--- config.mk ---
export PLATFORM = sky130hd
export DESIGN_NAME = ajb_exec
export DESIGN_NICKNAME = d
export VERILOG_FILES = /design/src/ajb_pkg.sv /design/src/ajb_decode.sv /design/src/ajb_exec.sv
export SDC_FILE = /design/constraint.sdc
export NUM_CORES = 1
export LEC_CHECK = 0
export BUFFER_PORTS_ARGS = -buffer_cell sky130_fd_sc_hd__buf_2
export CORE_UTILIZATION = 60
export CTS_CLUSTER_SIZE = 10
export DETAILED_ROUTE_END_ITERATION = 10
export HOLD_SLACK_MARGIN = 0.12
export PLACE_DENSITY_LB_ADDON = 0.12
export SYNTH_ARGS = -nofsm -noshare
export SYNTH_HDL_FRONTEND = slang
export SYNTH_SLANG_ARGS = --single-unit
--- constraint.sdc ---
create_clock -name ref_clk -period 8.45 [get_ports ref_clk]
set_input_delay 0.4225 -clock ref_clk [delete_from_list [all_inputs] [get_ports ref_clk]]
set_output_delay 0.4225 -clock ref_clk [all_outputs]
set_load 0.02 [all_outputs]
--- src/ajb_pkg.sv ---
package ajb_pkg;

  // opcode patterns
  localparam logic [4:0] OPC_JMP_LOW  = 5'h01;
  localparam logic [4:0] OPC_AND_REG  = 5'h0B;
  localparam logic [7:0] OPC_AND_DIR  = 8'h55;
  localparam logic [7:0] OPC_AND_IND0 = 8'h56;
  localparam logic [7:0] OPC_AND_IND1 = 8'h57;
  localparam logic [7:0] OPC_AND_IMM  = 8'h54;
  localparam logic [7:0] OPC_DIR_ACC  = 8'h52;
  localparam logic [7:0] OPC_DIR_IMM  = 8'h53;

  // clocks per machine cycle and reset values
  localparam int          MC_CLKS = 12;
  localparam logic [3:0]  DIV_TOP = 4'(MC_CLKS - 1);
  localparam logic [15:0] PC_RST  = 16'h0000;

  typedef enum logic [2:0] {
    K_NONE  = 3'h0,
    K_JMP   = 3'h1,
    K_A_REG = 3'h2,
    K_A_DIR = 3'h3,
    K_A_IND = 3'h4,
    K_A_IMM = 3'h5,
    K_D_ACC = 3'h6,
    K_D_IMM = 3'h7
  } ajb_kind_t;

  typedef struct packed {
    ajb_kind_t  kind;
    logic [1:0] len;
    logic [1:0] cyc;
  } ajb_dec_t;

  typedef enum logic [7:0] {
    S_OP    = 8'h01,
    S_B2    = 8'h02,
    S_B3    = 8'h04,
    S_ISSUE = 8'h08,
    S_PTR   = 8'h10,
    S_RD    = 8'h20,
    S_EXEC  = 8'h40,
    S_WAIT  = 8'h80
  } ajb_state_t;

  typedef struct packed {
    ajb_state_t  state;
    logic [15:0] pc;
    logic [7:0]  op;
    logic [7:0]  b2;
    logic [7:0]  b3;
    ajb_dec_t    dec;
    logic [7:0]  opnd;
    logic [7:0]  mask;
    logic [1:0]  mc_cnt;
    logic [3:0]  div;
    logic        code_take;
    logic        rd_req;
    logic [7:0]  rd_addr;
    logic        rd_latch;
    logic        wr_en;
    logic [7:0]  wr_addr;
    logic [7:0]  wr_data;
    logic        acc_we;
    logic [7:0]  acc_wd;
    logic        done;
    logic        bad;
  } ajb_st_t;

  localparam ajb_st_t AJB_RST = '{state: S_OP, pc: PC_RST, dec: '{K_NONE, 2'h0, 2'h0},
                                  default: '0};

endpackage

--- src/ajb_decode.sv ---
`timescale 1ns/1ns
module ajb_decode
  import ajb_pkg::*;
(
  input  wire logic [7:0] op,
  output ajb_dec_t        dec
);

  // opcode to kind, length in bytes, machine cycles
  always_comb begin
    dec = '{K_NONE, 2'h1, 2'h1};
    if (op[4:0] == OPC_JMP_LOW) begin
      dec = '{K_JMP, 2'h2, 2'h2};
    end else if (op[7:3] == OPC_AND_REG) begin
      dec = '{K_A_REG, 2'h1, 2'h1};
    end else begin
      unique case (op)
        OPC_AND_DIR: dec = '{K_A_DIR, 2'h2, 2'h1};
        OPC_AND_IND0, OPC_AND_IND1: dec = '{K_A_IND, 2'h1, 2'h1};
        OPC_AND_IMM: dec = '{K_A_IMM, 2'h2, 2'h1};
        OPC_DIR_ACC: dec = '{K_D_ACC, 2'h2, 2'h1};
        OPC_DIR_IMM: dec = '{K_D_IMM, 2'h3, 2'h2};
        default: dec = '{K_NONE, 2'h1, 2'h1};
      endcase
    end
  end

endmodule // ajb_decode

--- src/ajb_exec.sv ---
// Operation
// - jump: pc plus two, low eleven bits from opcode 7-5 and byte two
// - jump opcode low five bits 00001; two bytes, two machine cycles
// - byte and writes operand conjunction to destination; flags untouched
// - six forms: acc with reg, direct, indirect, immediate; direct with acc, immediate
// - direct destination reads port output latch, not pins
// - 0101 1rrr: acc and working register; one byte, one cycle
// - 0101 0101 direct: acc and direct byte; two bytes, one cycle
// - 0101 011i: acc and byte at pointer register; one byte, one cycle
// - 0101 0100 imm: acc and constant; two bytes, one cycle
// - 0101 0010 direct: direct and acc back to direct; two bytes, one cycle
// - direct destination clears bit pattern, mask from constant or acc
// - 0101 0011 direct imm: direct and constant; three bytes, two cycles
`timescale 1ns/1ns
module ajb_exec
  import ajb_pkg::*;
(
  input  wire logic        ref_clk,
  input  wire logic        rst_n,
  input  wire logic        code_valid,
  input  wire logic [7:0]  code_byte,
  output logic             code_take,
  output logic [15:0]      program_counter,
  input  wire logic [1:0]  bank_sel,
  input  wire logic [7:0]  acc_value,
  output logic             rd_req,
  output logic [7:0]       rd_addr,
  output logic             rd_latch,
  input  wire logic        rd_valid,
  input  wire logic [7:0]  rd_data,
  output logic             wr_en,
  output logic [7:0]       wr_addr,
  output logic [7:0]       wr_data,
  output logic             acc_we,
  output logic [7:0]       acc_wd,
  output logic             instr_done,
  output logic             bad_opcode
);

  logic [1:0] rst_sync_q;
  logic       rst_int_n;
  ajb_st_t    q;
  ajb_st_t    d;
  ajb_dec_t   dec;
  logic       tick;
  logic       dir_dest;

  // reset release through two flops
  always_ff @(posedge ref_clk or negedge rst_n) begin
    if (!rst_n) begin
      rst_sync_q <= 2'h0;
    end else begin
      rst_sync_q <= {rst_sync_q[0], 1'b1};
    end
  end
  assign rst_int_n = rst_sync_q[1];

  ajb_decode u_dec (
    .op  (code_byte),
    .dec (dec)
  );

  assign tick     = (q.div == DIV_TOP);
  assign dir_dest = (q.dec.kind == K_D_ACC) || (q.dec.kind == K_D_IMM);

  // next state of the whole block
  always_comb begin
    d           = q;
    d.code_take = 1'b0;
    d.rd_req    = 1'b0;
    d.wr_en     = 1'b0;
    d.acc_we    = 1'b0;
    d.done      = 1'b0;
    d.bad       = 1'b0;
    d.div       = tick ? 4'h0 : q.div + 4'h1;
    if (tick && q.mc_cnt != 2'h3) begin
      d.mc_cnt = q.mc_cnt + 2'h1;
    end
    unique case (q.state)
      S_OP: begin
        if (code_valid && !q.code_take) begin
          d.code_take = 1'b1;
          d.op        = code_byte;
          d.dec       = dec;
          d.pc        = q.pc + 16'h1;
          d.mc_cnt    = 2'h0;
          d.div       = 4'h0;
          if (dec.kind == K_NONE) begin
            d.bad = 1'b1; // not handled here, skipped
          end else if (dec.len != 2'h1) begin
            d.state = S_B2;
          end else begin
            d.state = S_ISSUE;
          end
        end
      end
      S_B2: begin
        if (code_valid && !q.code_take) begin
          d.code_take = 1'b1;
          d.b2        = code_byte;
          d.pc        = q.pc + 16'h1;
          d.state     = (q.dec.len == 2'h3) ? S_B3 : S_ISSUE;
        end
      end
      S_B3: begin
        if (code_valid && !q.code_take) begin
          d.code_take = 1'b1;
          d.b3        = code_byte;
          d.pc        = q.pc + 16'h1;
          d.state     = S_ISSUE;
        end
      end
      S_ISSUE: begin
        d.rd_latch = 1'b0;
        unique case (q.dec.kind)
          K_JMP: begin
            d.pc    = {q.pc[15:11], q.op[7:5], q.b2};
            d.state = S_WAIT;
          end
          K_A_REG: begin
            d.rd_req  = 1'b1;
            d.rd_addr = {3'h0, bank_sel, q.op[2:0]};
            d.state   = S_RD;
          end
          K_A_IND: begin
            d.rd_req  = 1'b1;
            d.rd_addr = {3'h0, bank_sel, 2'h0, q.op[0]};
            d.state   = S_PTR;
          end
          K_A_IMM: begin
            d.opnd  = q.b2;
            d.state = S_EXEC;
          end
          default: begin
            d.rd_req   = 1'b1;
            d.rd_addr  = q.b2;
            d.rd_latch = dir_dest;
            d.state    = S_RD;
          end
        endcase
      end
      S_PTR: begin
        if (rd_valid) begin
          d.rd_req  = 1'b1;
          d.rd_addr = rd_data;
          d.state   = S_RD;
        end
      end
      S_RD: begin
        if (rd_valid) begin
          d.opnd  = rd_data;
          d.state = S_EXEC;
        end
      end
      S_EXEC: begin
        if (dir_dest) begin
          d.mask    = (q.dec.kind == K_D_IMM) ? q.b3 : acc_value;
          d.wr_en   = 1'b1;
          d.wr_addr = q.b2;
          d.wr_data = q.opnd & d.mask;
        end else begin
          d.mask   = acc_value;
          d.acc_we = 1'b1;
          d.acc_wd = acc_value & q.opnd;
        end
        d.state = S_WAIT;
      end
      S_WAIT: begin
        if (q.mc_cnt >= q.dec.cyc) begin
          d.done  = 1'b1;
          d.state = S_OP;
        end
      end
    endcase
  end

  // state register
  always_ff @(posedge ref_clk or negedge rst_int_n) begin
    if (!rst_int_n) begin
      q <= AJB_RST;
    end else begin
      q <= d;
    end
  end

  // outputs straight from the state register
  assign code_take       = q.code_take;
  assign program_counter = q.pc;
  assign rd_req          = q.rd_req;
  assign rd_addr         = q.rd_addr;
  assign rd_latch        = q.rd_latch;
  assign wr_en           = q.wr_en;
  assign wr_addr         = q.wr_addr;
  assign wr_data         = q.wr_data;
  assign acc_we          = q.acc_we;
  assign acc_wd          = q.acc_wd;
  assign instr_done      = q.done;
  assign bad_opcode      = q.bad;
endmodule // ajb_exec

==> impl_summary.txt <==
----------------------------------------------------
[Setup path]
  Reg2Reg Setup Slack ... 5.84 ns
  Start-to-end type of the worst setup path ... flop to flop
  Critical Path Start Type ... flop
  Critical R2R Launch ... q[114]
  Required @ worst endpoint ... 8.71 ns
  CP endpoint kind ... flop
  Depth of the worst register-to-register path ... 5
  Worst reg2reg endpoint ... program_counter[2]
  Data arrival time at the worst-slack endpoint ... 2.87 ns
  Worst-path maximum fanout ... 20

[Detailed routing]
  Via count ... 4194
  Number of search-and-repair iterations in the first detailed-routing pass ... 5
  First-iteration detailed-routing DRC count ... 342
  Aggregate routed wire length ... 12.3 mm
  Number of remaining DRC errors ... 0
  Average wire per cell in the routed design ... 17.5 um
  Antenna viol nets, final ... 0
  Vias per cell ... 5.97

[STA]
  Final Hold Violating Endpoints ... 0
  RSZ-0062 raised after global routing ... no
  Total of endpoints with negative setup slack in the final report ... 0
  Post-layout minimum cycle time ... 2.61 ns
  Worst Tran Pin Value ... 1.09 ns
  Final count of pins violating max slew ... 0
  Share of the clock period used by the worst path ... 30.9%
  Accumulated negative setup slack ... 0 ns
  Post-Route Skew ... 0.0118 ns
  Worst relative slew slack ... a little over a quarter
  Max Fclk ... 383 MHz
  Slack of the critical path ... 5.84 ns

[Synthesis]
  Avg Cell Area, Syn ... 10.1 um^2
  Distinct cell type count after synthesis ... 63
  Ranking of synthesized cells by area ... sky130_fd_sc_hd__dfrtp_1, sky130_fd_sc_hd__mux2_2, sky130_fd_sc_hd__buf_4
  Post-synthesis net count ... between 500 and 600
  Largest family of logic cells by synthesized area ... simple AND/OR/NAND/NOR gates
  Share of flip-flops with an asynchronous set or reset after synthesis ... 100%
  Area fraction of the dominant cell type after synthesis ... 47.1%
  Leading cell type by number of instances after synthesis ... sky130_fd_sc_hd__dfrtp_1
  Simple logic cell fraction of the synthesized area ... 17.4%
  Library cell with the largest summed area after synthesis ... sky130_fd_sc_hd__dfrtp_1
  Number of enable flip-flop cells after synthesis ... 0
  Top FF cell, synth ... sky130_fd_sc_hd__dfrtp_1
  Compound-Gate Fraction of Synth Area ... approximately an eighth
  Flip-flop and latch count after synthesis ... 108
  Commonest cells in the synthesized netlist ... sky130_fd_sc_hd__dfrtp_1, sky130_fd_sc_hd__nand2_1, sky130_fd_sc_hd__mux2_2, sky130_fd_sc_hd__buf_4, sky130_fd_sc_hd__o21ai_0
  Post-Synth Adder-Cell Area ... 1.10%
  Post-Syn Area ... 0.00568 mm^2
  Share of cell area taken by muxes after synthesis ... about a tenth
  Synth Warn # ... 0
  Post-synthesis share of cell area spent on xor and xnor gates ... 1.54%
  Sequential cell area fraction in the yosys report ... between 40% and 50%
  Synth Instances ... 560

[Cells and area]
  Count of filler cells inserted in the layout ... 755
  Antenna cell count ... 0
  NumNets Final ... 621
  Layout cell share with drive strength beyond 1 ... 28.1%
  Layout-stage area growth over the synthesis result ... 5.15%

[Clocking]
  Skew-Pair Late Insertion Delay ... 0.37 ns
  Post_cts resized ... 0
  CTS Root Buffer Type ... sky130_fd_sc_hd__clkbuf_8
  CTS max path bufs ... 2
  TritonCTS clock tree ... built
  Clock-pin slew reported for the worst setup and hold paths after clock tree synthesis ... 0.10 ns
  Number of sinks on the clock net ... 108
  CTS buffer count ... 9
  Count of H-tree levels built during CTS ... 3

[Global routing]
  Wire length of the first global-routing pass ... slightly below 20 mm
  Number of global-route vias before repair ... about 4000
  Maximum number of pins on one net before global-route repair ... 78
  Tot GR Track Use ... between 20% and 30%
  Antenna violations before repair ... 0
  Total congestion overflow after global routing ... 0

[Placed design]
  Port-buffer cells ... 84
  Detail Placement HPWL ... 8.82 mm
  Gp weighted congestion ... slightly below 1
  Worst Setup Slack post-DPL ... 5.89 ns

[Run]
  Reported max-cap violation count ... 0

[Die]
  Die width ... 99.3 um
  Core area ... 0.00920 mm^2
  Die outline area ... 0.00986 mm^2
  I/O Pins ... 85
  Initial Util ... roughly three fifths
  Cell Rows ... 35
  Vertical extent of the die ... between 90 and 100 um

[Pwr]
  P_leak ... 2.94 nW
  Power Density ... 284 mW/mm^2
  IR Drop Worst-Case VDD ... 0.173 mV

[Worst hold path]
  Type of the tightest min-delay check ... flop to async pin

[Outcome]
  Outcome ... completed

----------------------------------------------------
==> how the worst max path moves through the flow <==
stage,start,cells past startpoint,endpoint,slack [ns]
after global routing,q[114],5,program_counter[9],5.59
final,q[114],5,program_counter[2],5.84
after CTS,q[114],5,program_counter[2],5.87
after detailed placement,q[114],5,program_counter[2],5.89
after global placement,q[114],5,program_counter[9],5.99
after floorplan,rst_sync_q[1],0,acc_wd[0],5.22
==> power by group <==
group / switching, mW / internal (mW)
Sequential: 0.152 / 0.646
Combinational: 0.349 / 0.255
Clock: 0.185 / 0.114
Total: 0.685 / 1.01
==> metal layers <==
layer | GRT usage, % | share of wire, %
met1 | 36.0 | 44
met2 | 41.8 | 48
met3 | 3.23 | 6.1
met4 | 9.39 | 2.2
met5 | 0 | 0
==> worst max-delay path: stages, from the launching register on <==
cell	delay, ns
sky130_fd_sc_hd__dfrtp_1	0.44
sky130_fd_sc_hd__nor4_2	0.51
sky130_fd_sc_hd__a31oi_1	0.19
sky130_fd_sc_hd__nor2b_1	0.87
sky130_fd_sc_hd__o21ai_0	0.22
sky130_fd_sc_hd__a22o_1	0.27
==> registers in the layout (all words and copies together), names as in the netlist <==
name             count
acc_wd               8
q                   51
wr_en                1
rd_latch             1
rst_sync_q           2
wr_data              8
wr_addr              8
bad_opcode           1
program_counter     16
rd_req               1
instr_done           1
code_take            1
acc_we               1
rd_addr              8
==> layout make-up <==
type | count | area (um^2) | share of cell area (%)
clock inverter | 6 | 56.3 | 0.942
clock buffer | 10 | 128 | 2.14
sequential | 108 | 2710 | 45.3
multi-input combinational | 365 | 2440 | 40.9
inverter | 15 | 56.3 | 0.942
timing repair buffer | 87 | 445 | 7.45
tap | 111 | 139 | 2.32
==> what timing repair did <==
action                                 in CTS  in global routing
hold buffers                                1                  0
setup buffers                               0                  0
endpoints found under the hold margin       2                  0
==> logic make-up (layout without fill, tap and decap cells) <==
group                    count (synthesis)  after routing
AND/OR/NAND/NOR                        194            194
flip-flops                             108            108
AO/OA/AOI/OAI                          102            102
buffers and inverters                   87            118
multiplexers                            53             53
XOR/XNOR                                10             10
adder cells (fa/ha/maj)                  5              5
other                                    1              1
==> cells in the final DEF (no fill, tap or decap), types with 8 or more instances in the layout <==
| master | count |
|---|---|
| sky130_fd_sc_hd__inv_1 | 15 |
| sky130_fd_sc_hd__o21ai_0 | 39 |
| sky130_fd_sc_hd__nor3_1 | 10 |
| sky130_fd_sc_hd__nor2b_1 | 8 |
| sky130_fd_sc_hd__nor2_1 | 34 |
| sky130_fd_sc_hd__nand3_1 | 15 |
| sky130_fd_sc_hd__a22o_1 | 13 |
| sky130_fd_sc_hd__dfrtp_1 | 106 |
| sky130_fd_sc_hd__a21oi_1 | 10 |
| sky130_fd_sc_hd__mux2_2 | 49 |
| sky130_fd_sc_hd__buf_2 | 84 |
| sky130_fd_sc_hd__nand2_1 | 80 |
| sky130_fd_sc_hd__clkbuf_8 | 9 |
| sky130_fd_sc_hd__xnor2_1 | 8 |
==> stage by stage <==
| stage | power [mW] | hold slack, ns | instances | util, % | area, um^2 |
|---|---|---|---|---|---|
| CTS | 1.70 | 0.273 | 702 | 65.0 | 5980 |
| floorplan | 1.29 | 0.127 | 560 | - | 5680 |
| detailed placement | 1.41 | 0.209 | 685 | 62.9 | 5780 |
| global route | 1.81 | 0.285 | 702 | 65.0 | 5980 |
| finish | 1.70 | 0.267 | 702 | 65.0 | 5980 |
| global placement | 1.38 | 0.207 | 685 | 62.9 | 5780 |
Power figures use the tool's default switching activity.
